File: config.mk
export PLATFORM = sky130hd
export DESIGN_NAME = mfm_fault_mgr
export DESIGN_NICKNAME = d
export VERILOG_FILES = /design/src/inc/mfm_pkg.sv /design/src/logic/mfm_fault_cell.sv /design/src/logic/mfm_fault_mgr.sv
export SDC_FILE = /design/constraint.sdc
export NUM_CORES = 1
export LEC_CHECK = 0
export BUFFER_PORTS_ARGS = -buffer_cell sky130_fd_sc_hd__buf_4
export CORE_AREA = 2 2 150 122
export DETAILED_ROUTE_END_ITERATION = 8
export DIE_AREA = 0 0 152 124
export PLACE_DENSITY_LB_ADDON = 0.12
export SYNTH_ARGS = -nofsm -noshare
export SYNTH_HDL_FRONTEND = slang
export SYNTH_SLANG_ARGS = --single-unit
File: constraint.sdc
create_clock -name mclk -period 2.8 [get_ports mclk]
set_clock_uncertainty 0.1 [all_clocks]
set_input_delay 0.7 -clock mclk [delete_from_list [all_inputs] [get_ports mclk]]
set_output_delay 0.7 -clock mclk [all_outputs]
set_load 0.005 [all_outputs]
File: src/inc/mfm_pkg.sv
package mfm_pkg;
    // register byte offsets on the avalon slave
    localparam logic [4:0] OFS_CTRL = 5'h00;
    localparam logic [4:0] OFS_CFG = 5'h04;
    localparam logic [4:0] OFS_PERR = 5'h08;
    localparam logic [4:0] OFS_FORCE = 5'h0C;
    localparam logic [4:0] OFS_STATUS = 5'h10;

    // fault counts and indices into the fault vector
    localparam int SAF_N = 4;
    localparam int FLT_N = 10;
    localparam int F_PLIM = 0;
    localparam int F_NLIM = 1;
    localparam int F_PERR = 2;
    localparam int F_SSTOP = 3;
    localparam int F_FBK = 4;
    localparam int F_OCUR = 5;
    localparam int F_OTEMP = 6;
    localparam int F_OVOLT = 7;
    localparam int F_UVOLT = 8;
    localparam int F_IMAGE = 9;

    // field positions
    localparam int CTRL_CLR_BIT = 0;
    localparam int CFG_EN_LSB = 0;
    localparam int CFG_DIS_LSB = 4;
    localparam int CFG_ENC_BIT = 8;
    localparam int CFG_SSTOP_BIT = 9;
    localparam int STS_FLT_LSB = 0;
    localparam int STS_DIS_BIT = 16;
    localparam int STS_FWD_BIT = 17;
    localparam int STS_REV_BIT = 18;
    localparam int STS_HOLD_BIT = 19;
    localparam int STS_EN_BIT = 20;

    // reset values and the full-scale force setting
    localparam logic [31:0] CFG_RST = 32'h0000_000F;
    localparam logic [31:0] PERR_RST = 32'h0000_0100;
    localparam logic [6:0] FORCE_RST = 7'h64;
    localparam logic [6:0] FORCE_FULL = 7'h64;

    // thresholds
    localparam logic [7:0] TEMP_MAX_C = 8'h4B;
    localparam logic [9:0] SUPPLY_MAX_RST = 10'h1A4;
    localparam logic [9:0] SUPPLY_MIN_RST = 10'h0B4;

    // red led blink half period
    localparam int CLK_MHZ = 200;
    localparam int BLINK_HALF_MS = 250;
    localparam int BLINK_CYC = BLINK_HALF_MS * CLK_MHZ * 1000;
endpackage : mfm_pkg

File: src/logic/mfm_fault_cell.sv
`timescale 1ns/1ps
// one fault flag: set by its condition, cleared either on its own
// clear condition or only on the latched clear event
module mfm_fault_cell (
    input wire logic mclk,
    input wire logic resetn,
    input wire logic en,
    input wire logic latch_sel,
    input wire logic cond,
    input wire logic auto_clr,
    input wire logic latch_clr,
    output logic flag
);
    logic flag_ff; // fault state
    logic nxt_flag; // next fault state
    logic clr_now; // clear selected by reaction type

    // latch-type flags ignore the automatic clear
    assign clr_now = latch_sel ? latch_clr : auto_clr;
    // a present condition always wins over any clear
    assign nxt_flag = !en ? 1'b0 : (cond ? 1'b1 : (clr_now ? 1'b0 : flag_ff));
    assign flag = flag_ff;

    // flag register
    always_ff @(posedge mclk or negedge resetn) begin
        if (!resetn) begin
            flag_ff <= 1'b0;
        end else begin
            flag_ff <= nxt_flag;
        end
    end
endmodule : mfm_fault_cell

File: src/logic/mfm_fault_mgr.sv
// The address map and the Avalon-MM slave port were chosen for this implementation.
`timescale 1ns/1ps
// Behaviour
// - faults split into safety and critical classes
// - stop-motion safety faults self-clear when condition gone
// - disable-type safety faults latch until clear sequence
// - critical faults disable motor immediately, always
// - latched clear needs condition absent, enable low-high
// - host software clear acts like enable toggle
// - positive limit blocks forward, allows reverse
// - positive limit clears when inactive and moved negative
// - negative limit mirrors positive limit behaviour
// - position error needs encoder; trips beyond limit
// - stop-motion position error clears on next move
// - force below full suppresses error, holds position
// - assigned software stop trips while input high
// - software stop clears on low, blocks motion
// - over-temperature above maximum is critical
// - over- and under-voltage are separate critical faults
// - checksum or firmware mismatch is critical
// - output short to ground is critical overcurrent
// - feedback device malfunction is critical
// - green powered, red solid critical, blinking safety; here green lights only while enabled and motor not disabled
// - ignore start pulses when disabled or stopped
module mfm_fault_mgr #(
    parameter int BLINK_CYC = mfm_pkg::BLINK_CYC,
    parameter logic [9:0] SUPPLY_MAX = mfm_pkg::SUPPLY_MAX_RST,
    parameter logic [9:0] SUPPLY_MIN = mfm_pkg::SUPPLY_MIN_RST
) (
    input wire logic mclk,
    input wire logic resetn,
    // avalon-mm slave
    input wire logic [4:0] avs_address,
    input wire logic avs_read,
    input wire logic avs_write,
    input wire logic [31:0] avs_writedata,
    input wire logic [3:0] avs_byteenable,
    output logic [31:0] avs_readdata,
    output logic avs_waitrequest,
    // controller inputs
    input wire logic enable_in,
    input wire logic lim_pos_in,
    input wire logic lim_neg_in,
    input wire logic sstop_in,
    input wire logic start_in,
    input wire logic step_pos_in,
    input wire logic step_neg_in,
    // position feedback
    input wire logic signed [31:0] enc_pos,
    input wire logic signed [31:0] cmd_pos,
    // critical condition reports
    input wire logic fbk_bad_in,
    input wire logic short_in,
    input wire logic [7:0] temp_c,
    input wire logic [9:0] supply_lvl,
    input wire logic nvm_csum_bad_in,
    input wire logic fw_mismatch_in,
    // outputs
    output logic motor_dis,
    output logic fwd_ok,
    output logic rev_ok,
    output logic hold_pos,
    output logic start_ok,
    output logic led_green,
    output logic led_red
);
    localparam int BW = $clog2(BLINK_CYC + 1); // blink counter width

    // register state
    logic [31:0] cfg_ff; // enables, reactions, encoder, stop input
    logic [31:0] perr_ff; // position error limit
    logic [6:0] force_ff; // force setting in percent
    logic sw_clr_ff; // one-cycle host clear pulse
    logic wait_ff; // waitrequest, high when idle
    logic [31:0] rdata_ff; // read data register

    // enable synchroniser and edge detect
    logic en_s1_ff; // first stage, read only by second
    logic en_s2_ff; // synchronised enable
    logic en_prev_ff; // previous synchronised sample

    // output registers
    logic dis_ff;
    logic fwd_ff;
    logic rev_ff;
    logic hold_ff;
    logic start_ff;
    logic green_ff;
    logic red_ff;
    logic blink_ff; // blink phase
    logic [BW-1:0] blink_cnt_ff; // blink divider

    // decode and fault wires
    logic req; // any bus request
    logic take; // request completes this edge
    logic [31:0] rd_mux; // selected read value
    logic [31:0] sts_word; // status register view
    logic en_rise; // synchronised enable rising edge
    logic latch_clr; // clear event for latched faults
    logic enc_on; // encoder fitted
    logic sstop_on; // an input assigned to software stop
    logic sstop_lvl; // software stop input level
    logic push_mode; // force below full scale
    logic signed [32:0] pos_diff; // encoder minus commanded
    logic [32:0] pos_mag; // magnitude of the difference
    logic perr_raw; // difference beyond limit
    logic move_acc; // start pulse accepted
    logic [mfm_pkg::FLT_N-1:0] f_cond; // fault conditions
    logic [mfm_pkg::FLT_N-1:0] f_auto; // automatic clears
    logic [mfm_pkg::FLT_N-1:0] f_en; // fault enables
    logic [mfm_pkg::FLT_N-1:0] f_sel; // latch selects
    logic [mfm_pkg::FLT_N-1:0] f_flag; // fault flags
    logic saf_any; // any safety fault active
    logic crit_any; // any critical fault active
    logic nxt_dis;
    logic nxt_fwd;
    logic nxt_rev;
    logic blink_tick; // end of a half period

    // byte-lane merge for writes
    function automatic logic [31:0] be_merge(
        input logic [31:0] old_v,
        input logic [31:0] new_v,
        input logic [3:0] be
    );
        logic [31:0] r;
        r = old_v;
        for (int i = 0; i < 4; i++) begin
            if (be[i]) begin
                r[i*8 +: 8] = new_v[i*8 +: 8];
            end
        end
        return r;
    endfunction : be_merge

    // bus decode: one wait cycle, then the request is taken
    assign req = avs_read | avs_write;
    assign take = req & ~wait_ff;

    // status view of the block's own state
    assign sts_word = {11'h000, en_s2_ff, hold_ff, rev_ff, fwd_ff, dis_ff,
                       6'h00, f_flag};

    // read multiplexer; unmapped offsets read as zero
    assign rd_mux =
        (avs_address == mfm_pkg::OFS_CFG) ? cfg_ff :
        (avs_address == mfm_pkg::OFS_PERR) ? perr_ff :
        (avs_address == mfm_pkg::OFS_FORCE) ? {25'h000_0000, force_ff} :
        (avs_address == mfm_pkg::OFS_STATUS) ? sts_word :
        32'h0000_0000;

    // waitrequest drops for exactly one cycle per request
    always_ff @(posedge mclk or negedge resetn) begin
        if (!resetn) begin
            wait_ff <= 1'b1;
        end else begin
            wait_ff <= ~(req & wait_ff);
        end
    end

    // read data is loaded while waitrequest is still high
    always_ff @(posedge mclk or negedge resetn) begin
        if (!resetn) begin
            rdata_ff <= 32'h0000_0000;
        end else if (avs_read & wait_ff) begin
            rdata_ff <= rd_mux;
        end
    end

    // configuration writes
    always_ff @(posedge mclk or negedge resetn) begin
        if (!resetn) begin
            cfg_ff <= mfm_pkg::CFG_RST;
            perr_ff <= mfm_pkg::PERR_RST;
            force_ff <= mfm_pkg::FORCE_RST;
        end else if (take & avs_write) begin
            if (avs_address == mfm_pkg::OFS_CFG) begin
                cfg_ff <= be_merge(cfg_ff, avs_writedata, avs_byteenable);
            end
            if (avs_address == mfm_pkg::OFS_PERR) begin
                perr_ff <= be_merge(perr_ff, avs_writedata, avs_byteenable);
            end
            if (avs_address == mfm_pkg::OFS_FORCE && avs_byteenable[0]) begin
                force_ff <= avs_writedata[6:0];
            end
        end
    end

    // host clear: writing one to the clear bit gives one pulse
    always_ff @(posedge mclk or negedge resetn) begin
        if (!resetn) begin
            sw_clr_ff <= 1'b0;
        end else begin
            sw_clr_ff <= take & avs_write & avs_byteenable[0] &
                         (avs_address == mfm_pkg::OFS_CTRL) &
                         avs_writedata[mfm_pkg::CTRL_CLR_BIT];
        end
    end

    // enable synchroniser; first stage feeds only the second
    always_ff @(posedge mclk or negedge resetn) begin
        if (!resetn) begin
            // all three agree, so release cannot fake a rise and clear
            en_s1_ff <= 1'b1;
            en_s2_ff <= 1'b1;
            en_prev_ff <= 1'b1; // no false edge right after reset
        end else begin
            en_s1_ff <= enable_in;
            en_s2_ff <= en_s1_ff;
            en_prev_ff <= en_s2_ff;
        end
    end

    // low sample then high sample, so one toggle clears once
    assign en_rise = en_s2_ff & ~en_prev_ff;
    assign latch_clr = en_rise | sw_clr_ff;

    // configuration fields
    assign enc_on = cfg_ff[mfm_pkg::CFG_ENC_BIT];
    assign sstop_on = cfg_ff[mfm_pkg::CFG_SSTOP_BIT];
    assign sstop_lvl = sstop_on & sstop_in;
    assign push_mode = force_ff < mfm_pkg::FORCE_FULL;

    // position error magnitude against the limit
    assign pos_diff = 33'(enc_pos) - 33'(cmd_pos);
    assign pos_mag = pos_diff[32] ? 33'(-pos_diff) : 33'(pos_diff);
    assign perr_raw = pos_mag > {1'b0, perr_ff};

    // a start pulse counts only when motion may begin
    assign move_acc = start_in & en_s2_ff & ~sstop_lvl & ~nxt_dis;

    // safety fault conditions and their automatic clears
    assign f_cond[mfm_pkg::F_PLIM] = lim_pos_in;
    assign f_auto[mfm_pkg::F_PLIM] = ~lim_pos_in & step_neg_in;
    assign f_cond[mfm_pkg::F_NLIM] = lim_neg_in;
    assign f_auto[mfm_pkg::F_NLIM] = ~lim_neg_in & step_pos_in;
    // push mode suppresses the error and holds instead
    assign f_cond[mfm_pkg::F_PERR] = perr_raw & ~push_mode;
    assign f_auto[mfm_pkg::F_PERR] = move_acc;
    assign f_cond[mfm_pkg::F_SSTOP] = sstop_in;
    assign f_auto[mfm_pkg::F_SSTOP] = ~sstop_in;

    // critical fault conditions; they never clear on their own
    assign f_cond[mfm_pkg::F_FBK] = fbk_bad_in;
    assign f_cond[mfm_pkg::F_OCUR] = short_in;
    assign f_cond[mfm_pkg::F_OTEMP] = temp_c > mfm_pkg::TEMP_MAX_C;
    assign f_cond[mfm_pkg::F_OVOLT] = supply_lvl > SUPPLY_MAX;
    assign f_cond[mfm_pkg::F_UVOLT] = supply_lvl < SUPPLY_MIN;
    assign f_cond[mfm_pkg::F_IMAGE] = nvm_csum_bad_in | fw_mismatch_in;
    assign f_auto[mfm_pkg::FLT_N-1:mfm_pkg::SAF_N] = '0;

    // per-fault enable and reaction; critical ones forced on
    assign f_en[mfm_pkg::F_PLIM] = cfg_ff[mfm_pkg::CFG_EN_LSB];
    assign f_en[mfm_pkg::F_NLIM] = cfg_ff[mfm_pkg::CFG_EN_LSB + 1];
    // position error may only run with an encoder fitted
    assign f_en[mfm_pkg::F_PERR] = cfg_ff[mfm_pkg::CFG_EN_LSB + 2] &
                                   enc_on;
    assign f_en[mfm_pkg::F_SSTOP] = cfg_ff[mfm_pkg::CFG_EN_LSB + 3] &
                                    sstop_on;
    // software stop always behaves as stop-motion
    assign f_sel[mfm_pkg::SAF_N-1:0] =
        {1'b0, cfg_ff[mfm_pkg::CFG_DIS_LSB +: mfm_pkg::SAF_N-1]};
    assign f_en[mfm_pkg::FLT_N-1:mfm_pkg::SAF_N] = '1;
    assign f_sel[mfm_pkg::FLT_N-1:mfm_pkg::SAF_N] = '1;

    // one flag cell per fault, safety then critical
    for (genvar g = 0; g < mfm_pkg::FLT_N; g++) begin : g_flt
        mfm_fault_cell u_cell (
            .mclk(mclk),
            .resetn(resetn),
            .en(f_en[g]),
            .latch_sel(f_sel[g]),
            .cond(f_cond[g]),
            .auto_clr(f_auto[g]),
            .latch_clr(latch_clr),
            .flag(f_flag[g])
        );
    end

    // class summaries
    assign saf_any = |f_flag[mfm_pkg::SAF_N-1:0];
    assign crit_any = |f_flag[mfm_pkg::FLT_N-1:mfm_pkg::SAF_N];

    // disable is critical flags plus latch-type safety flags;
    // critical conditions are or-ed in so disable lands on the same edge
    assign nxt_dis = crit_any |
        (|f_cond[mfm_pkg::FLT_N-1:mfm_pkg::SAF_N]) |
        (|(f_flag[mfm_pkg::SAF_N-1:0] &
           f_sel[mfm_pkg::SAF_N-1:0]));

    // direction permits; software stop blocks both ways
    assign nxt_fwd = ~nxt_dis & en_s2_ff & ~f_flag[mfm_pkg::F_SSTOP] &
                     ~f_flag[mfm_pkg::F_PLIM];
    assign nxt_rev = ~nxt_dis & en_s2_ff & ~f_flag[mfm_pkg::F_SSTOP] &
                     ~f_flag[mfm_pkg::F_NLIM];

    // motion control outputs
    always_ff @(posedge mclk or negedge resetn) begin
        if (!resetn) begin
            dis_ff <= 1'b1;
            fwd_ff <= 1'b0;
            rev_ff <= 1'b0;
            hold_ff <= 1'b0;
            start_ff <= 1'b0;
        end else begin
            dis_ff <= nxt_dis;
            fwd_ff <= nxt_fwd;
            rev_ff <= nxt_rev;
            hold_ff <= perr_raw & push_mode & f_en[mfm_pkg::F_PERR];
            start_ff <= move_acc;
        end
    end

    // blink divider; a slower rate as an enable pulse
    assign blink_tick = blink_cnt_ff == BW'(BLINK_CYC - 1);
    always_ff @(posedge mclk or negedge resetn) begin
        if (!resetn) begin
            blink_cnt_ff <= '0;
            blink_ff <= 1'b0;
        end else if (blink_tick) begin
            blink_cnt_ff <= '0;
            blink_ff <= ~blink_ff;
        end else begin
            blink_cnt_ff <= blink_cnt_ff + 1'b1;
        end
    end

    // leds: critical solid wins over blinking safety
    always_ff @(posedge mclk or negedge resetn) begin
        if (!resetn) begin
            green_ff <= 1'b0;
            red_ff <= 1'b0;
        end else begin
            green_ff <= ~nxt_dis & en_s2_ff;
            red_ff <= crit_any | (saf_any & blink_ff);
        end
    end

    // outputs straight from flip-flops
    assign avs_readdata = rdata_ff;
    assign avs_waitrequest = wait_ff;
    assign motor_dis = dis_ff;
    assign fwd_ok = fwd_ff;
    assign rev_ok = rev_ff;
    assign hold_pos = hold_ff;
    assign start_ok = start_ff;
    assign led_green = green_ff;
    assign led_red = red_ff;
endmodule : mfm_fault_mgr

==> impl_metrics.py, run 1 <==
metrics = {
    "synthesis": {
        "ys_warn_count": 0,
        "syn_avg_cell_area_um2": 9.178,
        "synthTopCellsByArea": "dfrtp_1, ha_1, mux2_2, o21ai_0, nand2_1",
        "synthFlopType": "dfrtp_1",
        "synthDominantCellAreaShare": 0.3569,
        "ys_seq_area_frac": 0.3919,
        "netlist_top_cells_count": "dfrtp_1, nand2_1, o21ai_0",
        "ys_ff_latch": 152,
        "synth.net_count": 1267,
        "ys_async_sr_fraction": 1.000,
        "synth_edf_count": 0,
        "synth.distinct_cells": 64,
        "yosysMostFrequentCell": "dfrtp_1",
        "yosys.area.top_type": "dfrtp_1",
        "syn_inst": 1062,
        "synth_area_um2": 9747,
    },
    "place": {
        "gp_congestion": 0.9397,
        "portBuffers": 175,
        "dpl_cell_area_um2": 12810,
        "hpwl_um": 21570,
    },
    "layout": {
        "fin_util": 0.7873,
        "area_growth_pct": 39.50,
        "final_nets": 1633,
        "drive_above_1_share": 0.3581,
        "n_antenna_cell": 0,
        "fin_area_um2": 13600,
    },
    "timing": {
        "setup_tns_ns": -4.522,
        "post-route-worst-setup-slack_ns": -2.305,
        "min_period_ns": 5.105,
        "drv_slew": 0,
        "finalHoldViolCount": 0,
        "rsz0062_at_grt": "yes",
        "fin_crit_sh": 1.823,
        "timing.fmax_mhz": 195.9,
        "whs_ns": 0.1319,
        "tightestPinTransition_ns": 0.8104,
        "setup_viol": 2,
        "maxSlewHeadroom": 0.4597,
    },
    "job": {
        "drv_cap": 0,
    },
    "worst_setup_path": {
        "worstSetupEndpoint": "g_flt[2].u_cell.flag",
        "path_max_fanout": 4,
        "critPathLaunch": "cmd_pos[4]",
        "startpoint_type": "input pin",
        "setup.worst_path.end_class": "register",
        "critPathRequiredTime_ns": 3.00,
        "r2r_cells": 10,
        "arrival_ns": 5.30,
        "reg2reg_setup_slack_ns": -0.06,
        "r2r-start": "g_flt[7].u_cell.flag",
        "worst_r2r_endpoint": "g_flt[2].u_cell.flag",
        "critPathKind": "input pin to register",
    },
    "clock_tree": {
        "clk_pin_slew_ns": 0.07,
        "cts_root_buf": "clkbuf_16",
        "ctsHoldBuffers": 0,
        "worstSkewPairLatency_ns": 0.43,
        "tritoncts": "built",
        "cts_made_buffers": 17,
        "htreeDepth": 4,
        "cts.path.max_buffers": 2,
        "cts_sinks": 152,
    },
    "power_and_ir_drop": {
        "vdd_drop_max_mv": 0.4245,
        "powerDensity_nw_per_um2": 503.9,
        "pwr-share-seq": 0.356,
        "p_leak_nw": 6.745,
        "finalPower_mw": 6.851,
        "p_comb_frac": 0.325,
        "switchingPower_mw": 2.151,
        "internal_power_mw": 4.701,
        "clockPowerShare": 0.320,
        "switching_share": 0.3139,
    },
    "route": {
        "ant_nets": 0,
        "drt-total-wl_um": 28530,
        "drt-initial-drc-count": 826,
        "drcViolationCount": 0,
        "vias_per_cell": 5.730,
        "avgRoutedWirePerCell_um": 17.13,
        "dr.pass1.iters": 7,
        "vias": 9546,
    },
    "global_route": {
        "grtUsageTotal": 0.2994,
        "antenna_found_initial": 1,
        "overflow": 0,
        "grt_first_pass_wirelength_um": 45460,
        "grt_max_degree": 65,
        "grt_pass1_vias": 9119,
    },
    "floorplan": {
        "fp.dieW_um": 152,
        "io_pins": 178,
        "start_util": 0.5644,
        "die_y_um": 124,
        "die-area_um2": 18850,
        "core_area_um2": 17270,
        "placementRows": 43,
    },
    "status": {
        "violations": "negative setup slack",
        "status": "finished with violations",
    },
    "hold_path": {
        "hold_path_class": "input pin to asynchronous set/reset pin",
    },
}
## registers in the layout (all words and copies together), names as in the netlist
signal,flops
blink_ff,1
perr_ff,32
start_ok,1
fwd_ok,1
en_prev_ff,1
avs_readdata,32
en_s2_ff,1
blink_cnt_ff,26
cfg_ff,32
hold_pos,1
en_s1_ff,1
motor_dis,1
sw_clr_ff,1
led_green,1
rev_ok,1
avs_waitrequest,1
led_red,1
g_flt.u_cell.flag,10
force_ff,7
## final cells by class
cell class              count  area, um2
repair buffers            382       2932
fillers                  1186       3674
well taps                 225      281.5
clock buffers              19      432.9
clock inverters            13      122.6
flip-flops and latches    152       3820
inverters                  76      292.8
multi-input cells         799       5715
## logic make-up after synthesis
family          synth area share
fa+ha+maj                0.08678
flops                     0.3919
mux                      0.05430
xor+xnor                 0.07009
simple gates              0.1616
buf+inv                  0.04275
compound gates            0.1926
## per-stage QoR
step	setup WS (ns)	std cells
6_report	-2.305	1666
5_1_grt	-2.526	1666
4_1_cts	-2.217	1664
3_5_place_dp	-2.944	1625
3_3_place_gp	-2.772	1625
2_1_floorplan	-2.501	1062
## layout by cell type, fill, tap and decap left out, types with 36 or more instances in the layout
master,instances
a21oi_1,53
ha_1,62
o21ai_0,94
xor2_1,36
mux2_2,47
nand2_1,117
nor2_1,57
inv_1,74
buf_4,373
xnor2_1,41
dfrtp_1,139
## power by group through the flow
| stage | Sequential (mW) | Combinational [mW] | Clock [mW] |
|---|---|---|---|
| floorplan | 2.44 | 1.12 | 0 |
| global placement | 2.46 | 2.02 | 0 |
| detailed placement | 2.47 | 2.08 | 0 |
| CTS | 2.43 | 2.15 | 2.19 |
| global route | 2.45 | 2.44 | 2.29 |
| finish | 2.44 | 2.22 | 2.19 |
## how the worst min path moves through the flow
stage / slack [ns] / cells after the start / to / start
floorplan: 0.25 / 0 / en_s2_ff / en_s1_ff
global placement: 0.25 / 0 / en_s2_ff / en_s1_ff
detailed placement: 0.25 / 0 / en_s2_ff / en_s1_ff
CTS: 0.16 / 1 / blink_cnt_ff[15] / resetn
global route: 0.18 / 1 / blink_cnt_ff[6] / resetn
finish: 0.13 / 1 / blink_cnt_ff[12] / resetn
## worst max-delay path: stages
cell       delay [ns]
buf_4            0.11
inv_1            0.08
ha_4             0.20
buf_4            0.15
a221oi_4         0.30
buf_6            0.15
a21oi_1          0.07
or2_2            0.31
xor2_1           0.17
or4_4            0.54
buf_4            0.17
nor4b_1          0.46
and3_1           0.26
a21oi_1          0.09
xnor2_1          0.14
ha_1             0.24
a2111oi_4        0.33
o21ai_2          0.11
nand3b_1         0.17
a31oi_1          0.18
nor3_2           0.07
a311oi_1         0.23
nor3_1           0.09
## timing repair
action                     CTS  global route
pin swaps                   24             8
setup endpoints to repair    2             2
gates resized for setup     16            18
buffers inserted             7             2
## layer usage
metal / vias to the layer above / global-route usage / share of wire
met5: - / 0 / 0.00046
met4: 2 / 0.06834 / 0.013
met3: 37 / 0.05115 / 0.074
met2: 388 / 0.4794 / 0.46
met1: 4552 / 0.4307 / 0.45
li1: 4567 / - / -
Note: power is estimated with default switching activity, not from simulation.
==> run 2: changes to the inputs <==
PLACE_DENSITY = 0.81   (was default)
PLACE_DENSITY_LB_ADDON = default   (was 0.12)
==> impl_metrics.py, run 2 (same netlist as run 1, synthesis figures left out) <==
metrics = {
    "status": {
        "status": "finished with violations",
        "violations": "negative setup slack",
    },
    "global_route": {
        "grt_pass1_vias": 9720,
        "grt_max_degree": 72,
        "top_usage_layer": "met2",
        "antenna_found_initial": 0,
        "use_met3": 0.06228,
        "grtUsageTotal": 0.3193,
        "met1_usage": 0.4141,
        "grt_first_pass_wirelength_um": 48150,
        "grt_util_met2": 0.5419,
        "overflow": 0,
    },
    "clock_tree": {
        "cts_sinks": 152,
        "clk_pin_slew_ns": 0.06,
        "htreeDepth": 4,
        "cts_made_buffers": 17,
        "cts.path.max_buffers": 2,
        "tritoncts": "built",
        "cts_root_buf": "clkbuf_16",
        "ctsHoldBuffers": 0,
        "worstSkewPairLatency_ns": 0.43,
    },
    "timing": {
        "setup_viol": 2,
        "timing.fmax_mhz": 195.8,
        "finalHoldViolCount": 0,
        "setup_tns_ns": -4.531,
        "fin_crit_sh": 1.824,
        "whs_ns": 0.1840,
        "rsz0062_at_grt": "yes",
        "post-route-worst-setup-slack_ns": -2.308,
        "drv_slew": 0,
        "min_period_ns": 5.108,
        "tightestPinTransition_ns": 0.6684,
        "maxSlewHeadroom": 0.5544,
    },
    "worst_setup_path": {
        "critPathRequiredTime_ns": 3.03,
        "startpoint_type": "input pin",
        "path_max_fanout": 4,
        "critPathKind": "input pin to register",
        "r2r-start": "g_flt[6].u_cell.flag",
        "cp_slowest_cell": "or4_4",
        "worst_r2r_endpoint": "g_flt[2].u_cell.flag",
        "setup.worst_path.end_class": "register",
        "arrival_ns": 5.34,
        "path_cells": "buf_4 > ha_1 > a21oi_1 > o21a_1 > o21ai_0 > or2_2 > xor2_1 > or4_4 > buf_4 > or3_4 > nor3b_4 > a21oi_2 > xor2_1 > ha_1 > nand4_1 > nor4_4 > a22oi_1 > nand3b_1 > a31oi_1 > nor3_2 > a311oi_2 > nor3_1",
        "reg2reg_setup_slack_ns": 0.02,
        "slowest_delay_ns": 0.52,
        "r2r_cells": 10,
    },
    "power_and_ir_drop": {
        "clockPowerShare": 0.344,
        "powerDensity_nw_per_um2": 527.4,
        "p_leak_nw": 6.713,
        "p_comb_frac": 0.315,
        "pwr-share-seq": 0.341,
        "vdd_drop_max_mv": 0.5252,
        "switching_share": 0.3038,
        "switchingPower_mw": 2.176,
        "internal_power_mw": 4.986,
    },
    "layout": {
        "area_growth_pct": 39.31,
        "n_antenna_cell": 0,
        "layout_common_cells": "buf_4, dfrtp_1, nand2_1, o21ai_0, inv_1",
        "layout_commonest_cell": "buf_4",
        "final_nets": 1628,
        "drive_above_1_share": 0.3531,
        "nFillCells": 1028,
    },
    "route": {
        "drcViolationCount": 0,
        "ant_nets": 0,
        "vias_per_cell": 5.914,
        "vias": 9823,
        "drt-total-wl_um": 30150,
        "avgRoutedWirePerCell_um": 18.15,
        "drt-initial-drc-count": 832,
        "dr.pass1.iters": 6,
    },
    "floorplan": {
        "die_y_um": 124,
        "core_area_um2": 17270,
        "die-area_um2": 18850,
        "placementRows": 43,
        "io_pins": 178,
        "fp.dieW_um": 152,
        "start_util": 0.5644,
    },
    "hold_path": {
        "hold_path_class": "input pin to asynchronous set/reset pin",
    },
    "place": {
        "gp_congestion": 0.9102,
        "portBuffers": 175,
        "hpwl_um": 21940,
    },
    "job": {
        "drv_cap": 0,
    },
}
run 2: cell count changes in the layout (fill, tap and decap cells not counted), moves of 2 or more:
cell       before  now
inv_6           3    1
buf_4         373  369
ha_1           62   64
clkinv_4        3    1
o21ai_0        94   96
buf_6           5    2
buf_12          3    5
o21ai_2         1    3
ha_4            4    2
bufinv_16       1    4
o21ai_1         6    2
run 2: worst max-delay path by stage:
| stage | startpoint | end | slack [ns] | cells past startpoint |
|---|---|---|---|---|
| final | enc_pos[6] | g_flt[2].u_cell.flag | -2.31 | 22 |
| after global routing | enc_pos[6] | g_flt[2].u_cell.flag | -2.57 | 22 |
| after CTS | enc_pos[0] | g_flt[2].u_cell.flag | -2.25 | 23 |
| after detailed placement | enc_pos[0] | g_flt[2].u_cell.flag | -2.89 | 23 |
| after global placement | enc_pos[0] | g_flt[2].u_cell.flag | -2.76 | 23 |
| after floorplan | enc_pos[0] | g_flt[2].u_cell.flag | -2.50 | 22 |
run 2: area by class of cell:
cell class | count | area, um2 | share of cell area
Tap cell | 225 | 281.5 | 0.02073
Inverter | 76 | 292.8 | 0.02156
Clock buffer | 21 | 450.4 | 0.03317
Sequential cell | 152 | 3820 | 0.2813
Timing Repair Buffer | 377 | 2908 | 0.2142
Clock inverter | 11 | 172.7 | 0.01272
Multi-Input combinational cell | 799 | 5653 | 0.4163
run 2: worst max-delay path: cells and delay by family:
family	cells	cell delay (ns)
XOR/XNOR	2	0.34
adder cells (fa/ha/maj)	2	0.62
AO/OA/AOI/OAI	7	0.90
buffers and inverters	2	0.27
AND/OR/NAND/NOR	9	2.49
run 2: per-stage QoR:
stage / utilization / setup WS [ns] / cell area (um2) / std cells / power (mW)
2_1_floorplan: - / -2.501 / 9808 / 1062 / 3.562
3_3_place_gp: 0.7408 / -2.761 / 12790 / 1619 / 4.458
3_5_place_dp: 0.7408 / -2.893 / 12790 / 1619 / 4.558
4_1_cts: 0.7835 / -2.253 / 13530 / 1659 / 7.067
5_1_grt: 0.7862 / -2.572 / 13580 / 1661 / 7.458
6_report: 0.7862 / -2.308 / 13580 / 1661 / 7.162
run 2: power groups by stage:
| stage | Sequential (mW) | Combinational (mW) | Clock [mW] |
|---|---|---|---|
| 2_1_floorplan | 2.44 | 1.12 | 0 |
| 3_3_place_gp | 2.46 | 2.00 | 0 |
| 3_5_place_dp | 2.47 | 2.09 | 0 |
| 4_1_cts | 2.44 | 2.18 | 2.45 |
| 5_1_grt | 2.45 | 2.45 | 2.56 |
| 6_report | 2.44 | 2.26 | 2.46 |
run 2: per-layer routing:
metal | vias up | wire length (um)
met4 | 0 | 971
met1 | 4706 | 12440
met3 | 93 | 2350
met2 | 465 | 14380
met5 | - | 0
li1 | 4559 | -
run 2: timing repair:
| action | 4_1_cts | 5_1_grt |
|---|---|---|
| buffers inserted | 8 | 2 |
| gates resized for setup | 16 | 7 |
| cloned | 0 | 0 |
| pin swaps | 27 | 4 |
| endpoints found under the setup margin | 2 | 2 |
==> run 3: changes to the inputs <==
CORE_AREA = 2 2 178 145   (was 2 2 150 122)
DIE_AREA = 0 0 180 147   (was 0 0 152 124)
PLACE_DENSITY = default   (was 0.81)
SLEW_MARGIN = 20   (was default)
==> impl_metrics.py, run 3 (same netlist as run 1, synthesis figures left out) <==
metrics = {
    "route": {
        "drt-initial-drc-count": 661,
        "dr.pass1.iters": 6,
        "avgRoutedWirePerCell_um": 15.70,
        "vias": 9174,
        "vias_per_cell": 5.180,
        "ant_nets": 0,
        "drt-total-wl_um": 27810,
        "drcViolationCount": 0,
    },
    "timing": {
        "tightestPinTransition_ns": 0.7961,
        "timing.fmax_mhz": 194.3,
        "setup_viol": 2,
        "fin_crit_sh": 1.838,
        "rsz0062_at_grt": "yes",
        "post-route-worst-setup-slack_ns": -2.347,
        "maxSlewHeadroom": 0.4692,
        "drv_slew": 0,
        "min_period_ns": 5.147,
        "finalHoldViolCount": 0,
    },
    "floorplan": {
        "start_util": 0.3932,
        "core_area_um2": 24790,
        "fp.dieW_um": 180,
        "placementRows": 52,
        "io_pins": 178,
        "die-area_um2": 26460,
        "die_y_um": 147,
    },
    "worst_setup_path": {
        "arrival_ns": 5.35,
        "critPathKind": "input pin to register",
        "startpoint_type": "input pin",
        "r2r_cells": 10,
        "setup.worst_path.end_class": "register",
        "cp_slowest_cell": "or4_4",
        "path_max_fanout": 4,
        "critPathRequiredTime_ns": 3.00,
        "slowest_delay_ns": 0.55,
        "critPathMostFrequentCell": "buf_4",
    },
    "clock_tree": {
        "clk_pin_slew_ns": 0.07,
        "ctsHoldBuffers": 0,
        "cts_sinks": 152,
        "worstSkewPairLatency_ns": 0.43,
        "cts_root_buf": "clkbuf_16",
        "cts.path.max_buffers": 2,
        "tritoncts": "built",
        "cts_made_buffers": 17,
        "htreeDepth": 4,
    },
    "layout": {
        "n_antenna_cell": 0,
        "drive_above_1_share": 0.3670,
        "area_growth_pct": 41.63,
        "layout_commonest_cell": "buf_4",
        "fin_util": 0.5569,
        "nFillCells": 2299,
        "layout_common_cells": "buf_4, dfrtp_1, nand2_1, o21ai_0, inv_1",
        "final_nets": 1639,
    },
    "global_route": {
        "grtUsageTotal": 0.2068,
        "grt_first_pass_wirelength_um": 44460,
        "grt_pass1_vias": 8856,
        "overflow": 0,
        "antenna_found_initial": 0,
        "grt_max_degree": 63,
    },
    "hold_path": {
        "hold_path_class": "input pin to asynchronous set/reset pin",
    },
    "place": {
        "hpwl_um": 22000,
        "gp_congestion": 0.8650,
        "portBuffers": 175,
    },
    "job": {
        "drv_cap": 0,
    },
    "status": {
        "status": "finished with violations",
        "violations": "negative setup slack",
    },
    "power_and_ir_drop": {
        "p_leak_nw": 6.740,
        "vdd_drop_max_mv": 0.4880,
        "internal_power_mw": 4.720,
        "pwr-share-seq": 0.354,
        "switchingPower_mw": 2.132,
        "switching_share": 0.3111,
        "powerDensity_nw_per_um2": 496.3,
        "finalPower_mw": 6.852,
        "clockPowerShare": 0.324,
        "p_comb_frac": 0.321,
    },
}
-- run 3: path summary, 6_finish.rpt --
check / startpoint / end / slack [ns]
min in group mclk: en_s1_ff / en_s2_ff / 0.26
max reg2reg: g_flt[7].u_cell.flag / g_flt[2].u_cell.flag / -0.06
min: resetn / avs_readdata[26] / 0.13
min reg2reg: en_s1_ff / en_s2_ff / 0.26
max: cmd_pos[1] / hold_pos / -2.35
max in group asynchronous: resetn / force_ff[6] / 1.69
-- run 3: final cells by class --
cell class / count / area (um2) / area share
Tap cell: 324 / 405.4 / 0.02937
Clock buffer: 18 / 429.2 / 0.03109
Sequential cell: 152 / 3820 / 0.2767
Timing Repair Buffer: 388 / 2993 / 0.2168
Inverter: 76 / 297.8 / 0.02157
Clock inverter: 14 / 137.6 / 0.009970
Multi-Input combinational cell: 799 / 5722 / 0.4145
-- run 3: worst max-delay path: cells and delay by family --
family / cells / cell delay (ns)
simple gates: 8 / 2.02
compound gates: 8 / 1.09
buf+inv: 5 / 0.60
fa+ha+maj: 2 / 0.58
xor+xnor: 2 / 0.34
-- run 3: repair_timing --
item                                    in CTS  in global routing
endpoints found under the setup margin       2                  2
setup buffers                                7                  6
gates resized for setup                     24                 20
pin swaps                                   26                 11
-- run 3: metrics by stage --
step / setup slack, ns / hold slack, ns / std cells / instance area (um2) / setup TNS (ns)
2_1_floorplan: -2.501 / 0.2452 / 1062 / 9808 / -4.906
3_3_place_gp: -2.818 / 0.2473 / 1726 / 12960 / -5.546
3_5_place_dp: -2.948 / 0.2534 / 1726 / 12960 / -5.792
4_1_cts: -2.269 / 0.1414 / 1765 / 13690 / -4.521
5_1_grt: -2.460 / 0.1495 / 1771 / 13800 / -4.912
6_report: -2.347 / 0.1276 / 1771 / 13800 / -4.630
-- run 3: power by group through the flow --
stage	sequential, mW	combinational, mW	clock [mW]
after CTS	2.43	2.16	2.26
after floorplan	2.44	1.12	0
after global routing	2.44	2.44	2.36
after global placement	2.46	2.06	0
final	2.43	2.20	2.22
after detailed placement	2.47	2.09	0
-- run 3: metal layers --
layer  vias up  track usage  wire length [um]
met1      4379       0.3067             13810
met4         0      0.03374               140
met2       223       0.3257             12400
met5         -            0                 0
li1       4558            -                 -
met3        14      0.03074              1462
